<file path="src/common/status_pkg.sv">
// package: widths, bit positions, reset values and access selectors for status reporting
package status_pkg;
  localparam int PART_W = 16;
  localparam int STB_W = 8;
  localparam int ESR_W = 8;
  localparam int SEL_W = 4;
  localparam int ERR_W = 16;
  localparam int ERR_DEPTH = 16;
  // reset values of the writable parts
  localparam logic [PART_W-1:0] RISING_RST = 16'h7FFF;
  localparam logic [PART_W-1:0] FALLING_RST = 16'h0000;
  localparam logic [PART_W-1:0] ENABLE_RST = 16'h0000;
  localparam logic [STB_W-1:0] SRE_RST = 8'h00;
  localparam logic [ESR_W-1:0] ESE_RST = 8'h00;
  // summary byte bit positions
  localparam int STB_ERRQ_BIT = 2;
  localparam int STB_QUESTIONABLE_SUM_BIT = 3;
  localparam int STB_MAV_BIT = 4;
  localparam int STB_ESB_BIT = 5;
  localparam int STB_MSS_BIT = 6;
  localparam int STB_OPERATION_SUM_BIT = 7;
  localparam logic [STB_W-1:0] SRE_USED = 8'hBC;
  // command selectors
  localparam logic [SEL_W-1:0] SEL_STB = 4'h0;
  localparam logic [SEL_W-1:0] SEL_SRE = 4'h1;
  localparam logic [SEL_W-1:0] SEL_ESR = 4'h2;
  localparam logic [SEL_W-1:0] SEL_ESE = 4'h3;
  localparam logic [SEL_W-1:0] SEL_Q_COND = 4'h4;
  localparam logic [SEL_W-1:0] SEL_Q_RISE = 4'h5;
  localparam logic [SEL_W-1:0] SEL_Q_FALL = 4'h6;
  localparam logic [SEL_W-1:0] SEL_Q_EVT = 4'h7;
  localparam logic [SEL_W-1:0] SEL_Q_ENA = 4'h8;
  localparam logic [SEL_W-1:0] SEL_O_COND = 4'h9;
  localparam logic [SEL_W-1:0] SEL_O_RISE = 4'hA;
  localparam logic [SEL_W-1:0] SEL_O_FALL = 4'hB;
  localparam logic [SEL_W-1:0] SEL_O_EVT = 4'hC;
  localparam logic [SEL_W-1:0] SEL_O_ENA = 4'hD;
  localparam logic [SEL_W-1:0] SEL_ERRQ = 4'hE;
endpackage

</file>
<file path="src/rtl/scpi_status_reg.sv">
// five-part status register with transition filters, sticky events and sum bit
`timescale 1ns/10ps
module scpi_status_reg
  import status_pkg::*;
(
  input wire logic clk,
  input wire logic srst,
  input wire logic [PART_W-2:0] cond_in,
  input wire logic wr_rise,
  input wire logic wr_fall,
  input wire logic wr_ena,
  input wire logic rd_evt,
  input wire logic [PART_W-1:0] wdata,
  output logic [PART_W-1:0] cond,
  output logic [PART_W-1:0] rise,
  output logic [PART_W-1:0] fall,
  output logic [PART_W-1:0] evt,
  output logic [PART_W-1:0] ena,
  output logic sum
);
  logic [PART_W-2:0] cond_q, rise_q, fall_q, evt_q, ena_q;

  // msb kept out of storage so it can never read one
  assign cond = {1'b0, cond_q};
  assign rise = {1'b0, rise_q};
  assign fall = {1'b0, fall_q};
  assign evt = {1'b0, evt_q};
  assign ena = {1'b0, ena_q};
  assign sum = |(evt_q & ena_q);

  genvar b;
  generate
    for (b = 0; b < PART_W - 1; b++) begin : g_bit
      always_ff @(posedge clk) begin
        if (srst) begin
          cond_q[b] <= 1'b0;
        end else begin
          cond_q[b] <= cond_in[b];
        end
      end

      always_ff @(posedge clk) begin
        if (srst) begin
          rise_q[b] <= RISING_RST[b];
          fall_q[b] <= FALLING_RST[b];
          ena_q[b] <= ENABLE_RST[b];
        end else begin
          if (wr_rise) rise_q[b] <= wdata[b];
          if (wr_fall) fall_q[b] <= wdata[b];
          if (wr_ena) ena_q[b] <= wdata[b];
        end
      end

      // set wins over the read clear so no edge is lost
      always_ff @(posedge clk) begin
        if (srst) begin
          evt_q[b] <= 1'b0;
        end else if ((cond_in[b] & ~cond_q[b] & rise_q[b])
                     | (~cond_in[b] & cond_q[b] & fall_q[b])) begin
          evt_q[b] <= 1'b1;
        end else if (rd_evt) begin
          evt_q[b] <= 1'b0;
        end
      end
    end
  endgenerate
endmodule // scpi_status_reg

</file>
<file path="src/rtl/error_queue.sv">
// first-in first-out error and event queue
`timescale 1ns/10ps
module error_queue
  import status_pkg::*;
#(
  parameter int WIDTH = ERR_W,
  parameter int DEPTH = ERR_DEPTH
) (
  input wire logic clk,
  input wire logic srst,
  input wire logic push,
  input wire logic [WIDTH-1:0] din,
  input wire logic pop,
  output logic [WIDTH-1:0] head,
  output logic empty,
  output logic full
);
  localparam int AW = $clog2(DEPTH);
  logic [WIDTH-1:0] mem [DEPTH];
  logic [AW-1:0] wp_q, rp_q;
  logic [AW:0] cnt_q;
  logic do_push, do_pop;

  // a push into a full queue is dropped; the oldest entries are kept
  assign do_push = push & ~full;
  assign do_pop = pop & ~empty;
  assign empty = (cnt_q == '0);
  assign full = (cnt_q == (AW+1)'(DEPTH));
  assign head = mem[rp_q];

  always_ff @(posedge clk) begin
    if (do_push) mem[wp_q] <= din;
  end

  always_ff @(posedge clk) begin
    if (srst) begin
      wp_q <= '0;
      rp_q <= '0;
      cnt_q <= '0;
    end else begin
      if (do_push) wp_q <= (wp_q == AW'(DEPTH - 1)) ? '0 : wp_q + 1'b1;
      if (do_pop) rp_q <= (rp_q == AW'(DEPTH - 1)) ? '0 : rp_q + 1'b1;
      cnt_q <= cnt_q + (AW+1)'(do_push) - (AW+1)'(do_pop);
    end
  end
endmodule // error_queue

</file>
<file path="src/rtl/status_reporting_hierarchy.sv">
// status byte, standard event register, service request and command access
`timescale 1ns/10ps
module status_reporting_hierarchy
  import status_pkg::*;
(
  input wire logic clk,
  input wire logic srst,
  input wire logic [PART_W-2:0] questionable_sum_status,
  input wire logic [PART_W-2:0] operation_sum_status,
  input wire logic [ESR_W-1:0] std_event_set,
  input wire logic output_message_available,
  input wire logic err_push,
  input wire logic [ERR_W-1:0] err_code,
  input wire logic acc_wr,
  input wire logic acc_rd,
  input wire logic [SEL_W-1:0] acc_sel,
  input wire logic [PART_W-1:0] acc_wdata,
  input wire logic poll,
  output logic [PART_W-1:0] acc_rdata_q,
  output logic acc_rvalid_q,
  output logic [STB_W-1:0] poll_byte_q,
  output logic poll_valid_q,
  output logic [STB_W-1:0] summary_status_byte_q,
  output logic srq_q,
  output logic err_full_q
);
  // ---------------------------------------------------------------
  // pin synchronisers
  // ---------------------------------------------------------------
  logic [PART_W-2:0] questionable_sum_s1_q, questionable_sum_s2_q, questionable_sum_s3_q, questionable_sum_f_q;
  logic [PART_W-2:0] operation_sum_s1_q, operation_sum_s2_q, operation_sum_s3_q, operation_sum_f_q;

  always_ff @(posedge clk) begin
    if (srst) begin
      questionable_sum_s1_q <= '0;
      questionable_sum_s2_q <= '0;
      questionable_sum_s3_q <= '0;
      operation_sum_s1_q <= '0;
      operation_sum_s2_q <= '0;
      operation_sum_s3_q <= '0;
    end else begin
      questionable_sum_s1_q <= questionable_sum_status;
      questionable_sum_s2_q <= questionable_sum_s1_q;
      questionable_sum_s3_q <= questionable_sum_s2_q;
      operation_sum_s1_q <= operation_sum_status;
      operation_sum_s2_q <= operation_sum_s1_q;
      operation_sum_s3_q <= operation_sum_s2_q;
    end
  end

  // a bit only moves once the last two stages agree, filtering glitches
  always_ff @(posedge clk) begin
    if (srst) begin
      questionable_sum_f_q <= '0;
      operation_sum_f_q <= '0;
    end else begin
      questionable_sum_f_q <= (questionable_sum_s2_q & questionable_sum_s3_q) | (questionable_sum_f_q & (questionable_sum_s2_q ^ questionable_sum_s3_q));
      operation_sum_f_q <= (operation_sum_s2_q & operation_sum_s3_q) | (operation_sum_f_q & (operation_sum_s2_q ^ operation_sum_s3_q));
    end
  end

  // ---------------------------------------------------------------
  // command decode
  // ---------------------------------------------------------------
  logic wr_sre, wr_ese, rd_esr;
  logic wr_q_rise, wr_q_fall, wr_q_ena, rd_q_evt;
  logic wr_o_rise, wr_o_fall, wr_o_ena, rd_o_evt;
  logic rd_errq;

  assign wr_sre = acc_wr & (acc_sel == SEL_SRE);
  assign wr_ese = acc_wr & (acc_sel == SEL_ESE);
  assign rd_esr = acc_rd & (acc_sel == SEL_ESR);
  assign wr_q_rise = acc_wr & (acc_sel == SEL_Q_RISE);
  assign wr_q_fall = acc_wr & (acc_sel == SEL_Q_FALL);
  assign wr_q_ena = acc_wr & (acc_sel == SEL_Q_ENA);
  assign rd_q_evt = acc_rd & (acc_sel == SEL_Q_EVT);
  assign wr_o_rise = acc_wr & (acc_sel == SEL_O_RISE);
  assign wr_o_fall = acc_wr & (acc_sel == SEL_O_FALL);
  assign wr_o_ena = acc_wr & (acc_sel == SEL_O_ENA);
  assign rd_o_evt = acc_rd & (acc_sel == SEL_O_EVT);
  assign rd_errq = acc_rd & (acc_sel == SEL_ERRQ);

  // ---------------------------------------------------------------
  // questionable and operation registers
  // ---------------------------------------------------------------
  logic [PART_W-1:0] q_cond, q_rise, q_fall, q_evt, q_ena;
  logic [PART_W-1:0] o_cond, o_rise, o_fall, o_evt, o_ena;
  logic questionable_sum, operation_sum;

  scpi_status_reg u_questionable_sum (
    .clk(clk),
    .srst(srst),
    .cond_in(questionable_sum_f_q),
    .wr_rise(wr_q_rise),
    .wr_fall(wr_q_fall),
    .wr_ena(wr_q_ena),
    .rd_evt(rd_q_evt),
    .wdata(acc_wdata),
    .cond(q_cond),
    .rise(q_rise),
    .fall(q_fall),
    .evt(q_evt),
    .ena(q_ena),
    .sum(questionable_sum)
  );

  scpi_status_reg u_operation_sum (
    .clk(clk),
    .srst(srst),
    .cond_in(operation_sum_f_q),
    .wr_rise(wr_o_rise),
    .wr_fall(wr_o_fall),
    .wr_ena(wr_o_ena),
    .rd_evt(rd_o_evt),
    .wdata(acc_wdata),
    .cond(o_cond),
    .rise(o_rise),
    .fall(o_fall),
    .evt(o_evt),
    .ena(o_ena),
    .sum(operation_sum)
  );

  // ---------------------------------------------------------------
  // error queue
  // ---------------------------------------------------------------
  logic [ERR_W-1:0] err_head;
  logic err_empty, err_full;

  error_queue #(
    .WIDTH(ERR_W),
    .DEPTH(ERR_DEPTH)
  ) u_errq (
    .clk(clk),
    .srst(srst),
    .push(err_push),
    .din(err_code),
    .pop(rd_errq),
    .head(err_head),
    .empty(err_empty),
    .full(err_full)
  );

  always_ff @(posedge clk) begin
    if (srst) begin
      err_full_q <= 1'b0;
    end else begin
      err_full_q <= err_full;
    end
  end

  // ---------------------------------------------------------------
  // standard event register and its enable
  // ---------------------------------------------------------------
  logic [ESR_W-1:0] esr_q, ese_q;
  logic standard_event_sum;

  // new events win over the clearing read
  always_ff @(posedge clk) begin
    if (srst) begin
      esr_q <= '0;
    end else if (rd_esr) begin
      esr_q <= std_event_set;
    end else begin
      esr_q <= esr_q | std_event_set;
    end
  end

  always_ff @(posedge clk) begin
    if (srst) begin
      ese_q <= ESE_RST;
    end else if (wr_ese) begin
      ese_q <= acc_wdata[ESR_W-1:0];
    end
  end

  // sticky bits make the level sum equal to the enabled rising edge
  assign standard_event_sum = |(esr_q & ese_q);

  // ---------------------------------------------------------------
  // summary byte and service request
  // ---------------------------------------------------------------
  logic [STB_W-1:0] sre_q, stb_cond, sre_eff, stb_new;
  logic master_request_summary;

  always_ff @(posedge clk) begin
    if (srst) begin
      sre_q <= SRE_RST;
    end else if (wr_sre) begin
      sre_q <= acc_wdata[STB_W-1:0] & SRE_USED;
    end
  end

  always_comb begin
    stb_cond = '0;
    stb_cond[STB_ERRQ_BIT] = ~err_empty;
    stb_cond[STB_QUESTIONABLE_SUM_BIT] = questionable_sum;
    stb_cond[STB_MAV_BIT] = output_message_available;
    stb_cond[STB_ESB_BIT] = standard_event_sum;
    stb_cond[STB_OPERATION_SUM_BIT] = operation_sum;
  end

  // bit 6 and the unused bits never take part in the request
  assign sre_eff = sre_q & SRE_USED;
  assign master_request_summary = |(stb_cond & sre_eff);
  assign stb_new = stb_cond & ~summary_status_byte_q & sre_eff;

  always_ff @(posedge clk) begin
    if (srst) begin
      summary_status_byte_q <= '0;
    end else begin
      summary_status_byte_q <= stb_cond;
      summary_status_byte_q[STB_MSS_BIT] <= master_request_summary;
    end
  end

  // a fresh request wins over a poll that clears the previous one
  always_ff @(posedge clk) begin
    if (srst) begin
      srq_q <= 1'b0;
    end else if (|stb_new) begin
      srq_q <= 1'b1;
    end else if (poll) begin
      srq_q <= 1'b0;
    end
  end

  // poll shows the request flag in bit 6, the query shows the summary
  always_ff @(posedge clk) begin
    if (srst) begin
      poll_byte_q <= '0;
      poll_valid_q <= 1'b0;
    end else begin
      poll_valid_q <= poll;
      if (poll) begin
        poll_byte_q <= summary_status_byte_q;
        poll_byte_q[STB_MSS_BIT] <= srq_q;
      end
    end
  end

  // ---------------------------------------------------------------
  // command read-back
  // ---------------------------------------------------------------
  logic [PART_W-1:0] rd_mux;

  always_comb begin
    rd_mux = '0;
    case (acc_sel)
      SEL_STB: rd_mux = {8'h00, summary_status_byte_q};
      SEL_SRE: rd_mux = {8'h00, sre_q};
      SEL_ESR: rd_mux = {8'h00, esr_q};
      SEL_ESE: rd_mux = {8'h00, ese_q};
      SEL_Q_COND: rd_mux = q_cond;
      SEL_Q_RISE: rd_mux = q_rise;
      SEL_Q_FALL: rd_mux = q_fall;
      SEL_Q_EVT: rd_mux = q_evt;
      SEL_Q_ENA: rd_mux = q_ena;
      SEL_O_COND: rd_mux = o_cond;
      SEL_O_RISE: rd_mux = o_rise;
      SEL_O_FALL: rd_mux = o_fall;
      SEL_O_EVT: rd_mux = o_evt;
      SEL_O_ENA: rd_mux = o_ena;
      SEL_ERRQ: rd_mux = err_empty ? '0 : err_head;
      default: rd_mux = '0;
    endcase
  end

  always_ff @(posedge clk) begin
    if (srst) begin
      acc_rdata_q <= '0;
      acc_rvalid_q <= 1'b0;
    end else begin
      acc_rvalid_q <= acc_rd;
      if (acc_rd) acc_rdata_q <= rd_mux;
    end
  end
endmodule // status_reporting_hierarchy

</file>
<file path="config.mk">
export PLATFORM = sky130hd
export DESIGN_NAME = status_reporting_hierarchy
export DESIGN_NICKNAME = d
export VERILOG_FILES = /design/src/common/status_pkg.sv /design/src/rtl/scpi_status_reg.sv /design/src/rtl/error_queue.sv /design/src/rtl/status_reporting_hierarchy.sv
export SDC_FILE = /design/constraint.sdc
export NUM_CORES = 1
export LEC_CHECK = 0
export BUFFER_PORTS_ARGS = -buffer_cell sky130_fd_sc_hd__buf_4
export CORE_ASPECT_RATIO = 0.6
export CORE_MARGIN = 5
export CORE_UTILIZATION = 60
export CTS_CLUSTER_DIAMETER = 100
export DETAILED_ROUTE_END_ITERATION = 10
export PLACE_DENSITY = 0.78
export SETUP_SLACK_MARGIN = 0.2
export SLEW_MARGIN = 20
export SYNTH_ARGS = -nofsm -noshare
export SYNTH_HDL_FRONTEND = slang
export SYNTH_SLANG_ARGS = --single-unit
</file>
<file path="constraint.sdc">
create_clock -name clk -period 5.43 [get_ports clk]
set_input_delay 0.543 -clock clk [delete_from_list [all_inputs] [get_ports clk]]
set_output_delay 0.543 -clock clk [all_outputs]
set_load 0.1 [all_outputs]
</file>
==> impl_metrics.py <==
metrics = {
    "status": {
        "status": "complete, no violations",
    },
    "yosys": {
        "synth_xor_area_share_pct": 0.300,
        "synthSimpleGateAreaFrac_pct": 14.1,
        "synth_area_per_cell_um2": 12.2,
        "synth-edff-count": 256,
        "synth_area_um2": 23300,
        "synthAdderAreaFrac_pct": 2.28,
        "async_reset_ff_share_pct": 0,
        "synth_flop_cell": "dfxtp_1",
        "yosysWarnings": 0,
        "synth_seq_cells": 596,
        "synth_top_family_by_area": "simple AND/OR/NAND/NOR gates",
        "synth_compound_gate_area_share_pct": 8.07,
        "ys_types": 68,
        "ys_seq_area_share_pct": 62.1,
        "muxShareOfSynthArea_pct": 10.4,
        "syn_inst": 1911,
    },
    "clock_tree": {
        "cts_buffers": 51,
        "clkLatencyLatePin_ns": 0.59,
        "post_cts_buffers": 0,
        "cts_resized": 0,
        "cts_tree": "done",
        "clk_pin_slew_ns": 0.07,
        "clockRootBuffer": "clkbuf_16",
        "htreeDepth": 2,
        "cts_buffer_depth": 3,
        "clock_sinks": 596,
        "holdBufCountCts": 0,
    },
    "worst_setup_path": {
        "crit_family": "simple AND/OR/NAND/NOR gates",
        "crit_start": "u_errq.cnt_q[2]$_SDFF_PP0_",
        "worst_path_largest_cell_delay_ns": 0.74,
        "path_cells": "inv_1 > ha_1 > or4b_2 > and4_1 > buf_4 > ha_1 > inv_1 > ha_1 > fa_1 > a21oi_1 > nor2_1 > nor2_1 > xnor2_1 > nor2_1",
        "r2r-start": "u_errq.cnt_q[2]$_SDFF_PP0_",
        "cp-start-kind": "flip-flop",
        "path_buf_inv": 3,
        "r2r_end": "u_errq.cnt_q[4]$_SDFF_PP0_",
        "critPathArrivalTime_ns": 3.84,
        "cp_slowest_cell": "or4b_2",
        "crit_type": "flip-flop to flip-flop",
        "regToRegSetupSlack_ns": 2.03,
        "end_kind": "flip-flop",
        "cp.required_ns": 5.86,
        "path_max_fanout": 16,
        "reg2reg_depth": 14,
    },
    "cells_and_area": {
        "diodes": 0,
        "largest_reg_flops": 256,
        "layout_commonest_cell": "dfxtp_1",
        "drive_gt1_share_pct": 16.3,
        "nNetsFinal": 2103,
        "top_register": "u_errq.mem",
        "syn_to_final_growth_pct": 12.4,
        "reg_top3": "u_errq.mem: 256 flops, acc_rdata_q: 16 flops",
        "mostFrequentLayoutCells": "dfxtp_1, edfxtp_1, nand2_1",
    },
    "detailed_routing": {
        "num_vias": 15900,
        "wirelength_um": 64100,
        "vias_per_cell": 6.25,
        "drt-wirelength-per-cell_um": 25.2,
        "dr.pass1.iters": 9,
        "drcViolationCount": 0,
        "ant_nets": 0,
        "drtIter0Drc": 2136,
    },
    "placed_design": {
        "dp_hpwl_um": 42700,
        "portBuffers": 111,
        "place.gp.congestion": 0.997,
    },
    "power_and_ir_drop": {
        "intPower_w": 0.00718,
        "p_switching_w": 0.00220,
        "irDropWorstVdd_mv": 0.290,
        "power_density_nw_per_um2": 358,
        "sw_frac_of_total_pct": 23.5,
        "p_leak_nw": 9.52,
        "clkPwrFrac_pct": 39.3,
        "power_w": 0.00938,
        "seqPwrFrac_pct": 52.2,
        "combPwrFrac_pct": 8.5,
    },
    "sta": {
        "tns_ns": 0,
        "worst_hold_slack_ns": 0.169,
        "relSlewSlack_pct": 23.8,
        "finalMaxSlewViolations": 0,
        "hold_viol_final": 0,
        "fmax_ghz": 0.294,
        "period_minus_slack_ns": 3.40,
        "setup_viol": 0,
        "rsz0062_at_grt": "no",
        "skew_ns": 0.0250,
        "fin_crit_sh_pct": 62.7,
        "tightest_slew_ns": 1.14,
    },
    "floorplan": {
        "die_y_um": 163,
        "die_x_um": 265,
        "io_pins": 117,
        "rows": 56,
        "core_um2": 38700,
        "start_util_pct": 60.2,
        "die_area_um2": 43100,
    },
    "min_path": {
        "hold_path_startpoint": "questionable_sum_status[0]",
        "hold_class": "input pin to flip-flop",
        "hold_depth": 2,
        "holdPathEnd": "questionable_sum_s1_q[0]$_SDFF_PP0_",
    },
    "global_route": {
        "grt_pass1_vias": 15000,
        "antenna_found_initial": 3,
        "grt_pass1_wl_um": 94600,
        "grt_max_degree": 189,
        "grt-ovfl-total": 0,
        "grt_usage_pct": 29.1,
    },
    "flow_run": {
        "drv_cap": 0,
    },
}
## cells in the mapped netlist (3+ instances only)
master | number | area [µm²]
buf_4 | 5 | 37.5
dfxtp_1 | 340 | 6810
buf_1 | 8 | 30.0
nand3_1 | 53 | 265
buf_2 | 19 | 95.1
a31oi_1 | 9 | 56.3
o21ai_0 | 42 | 210
nand2b_1 | 6 | 37.5
xnor2_1 | 4 | 35.0
a32oi_1 | 11 | 96.3
mux4_2 | 74 | 1670
a222oi_1 | 3 | 30.0
nor3_1 | 12 | 60.1
a21oi_1 | 148 | 741
buf_6 | 3 | 33.8
o211ai_1 | 7 | 52.6
and2_1 | 7 | 43.8
mux2_2 | 28 | 315
nand4_1 | 7 | 43.8
a221oi_1 | 8 | 70.1
a22oi_1 | 38 | 285
nand2_1 | 243 | 912
o32ai_1 | 5 | 43.8
ha_1 | 41 | 513
and3_1 | 11 | 68.8
nor2_1 | 131 | 492
and3b_1 | 8 | 70.1
inv_1 | 18 | 67.6
o22ai_1 | 8 | 50.1
xor2_1 | 4 | 35.0
mux4_1 | 4 | 105
clkbuf_1 | 91 | 342
edfxtp_1 | 256 | 7690
a32o_1 | 6 | 60.1
nor2b_1 | 139 | 870
mux2i_1 | 34 | 340
nor3b_1 | 5 | 37.5
nand3b_1 | 32 | 240
a221o_1 | 5 | 50.1
a211oi_1 | 3 | 22.5
## worst max path at each step
stage | end | slack [ns] | cells past startpoint
global route | u_errq.cnt_q[4]$_SDFF_PP0_ | 1.87 | 14
floorplan | u_errq.cnt_q[4]$_SDFF_PP0_ | 2.24 | 15
CTS | u_errq.cnt_q[4]$_SDFF_PP0_ | 2.06 | 14
global placement | u_errq.cnt_q[4]$_SDFF_PP0_ | 1.97 | 13
detailed placement | u_errq.cnt_q[4]$_SDFF_PP0_ | 2.01 | 13
finish | u_errq.cnt_q[4]$_SDFF_PP0_ | 2.03 | 14
## metrics by stage
step | utilization, % | cells | setup slack [ns] | area, µm²
2_1_floorplan | - | 1914 | 2.24 | 23400
5_1_grt | 67.7 | 2543 | 1.87 | 26200
3_3_place_gp | 63.4 | 2449 | 1.97 | 24600
4_1_cts | 67.7 | 2543 | 2.06 | 26200
6_report | 67.7 | 2543 | 2.03 | 26200
3_5_place_dp | 63.4 | 2449 | 2.01 | 24600
## worst reg2reg max path: cells and delay by family (launching register included)
kind	cells	cell delay, ns
fa+ha+maj	4	1.14
compound gates	1	0.16
simple gates	5	1.19
flops	1	0.31
xor+xnor	1	0.13
buf+inv	3	0.32
## cells by family after synthesis
kind of cell,Yosys count
other,1
adders and majority gates,42
xor gates and xnor gates,8
DFF,596
buffers and inverters,146
AOI/OAI and AO/OA,306
muxes,140
and+or+nand+nor,672
## power by group through the flow
stage	sequential, W	clock (W)	combinational (W)
finish	0.00489	0.00369	0.000800
global route	0.00490	0.00393	0.000851
CTS	0.00489	0.00373	0.000791
detailed placement	0.00499	0	0.000786
global placement	0.00498	0	0.000771
floorplan	0.00505	0	0.000438
## metal layers
metal / part of all wire [%] / track usage [%] / vias to the layer above
li1: - / - / 7053
met2: 41 / 39.8 / 961
met3: 15 / 11.4 / 124
met4: 2.3 / 6.49 / 6
met1: 42 / 44.2 / 7747
met5: 0.061 / 0 / -
## final cells by class
class / count / area [µm²]
clock buffer: 75 / 1450
clock inverter: 19 / 235
fill: 2781 / 12500
inverter: 18 / 67.6
multi-input combinational: 1172 / 8260
sequential: 596 / 14500
tap: 522 / 653
timing repair buffer: 141 / 1080
No activity file was read; power rests on OpenSTA's default activity.
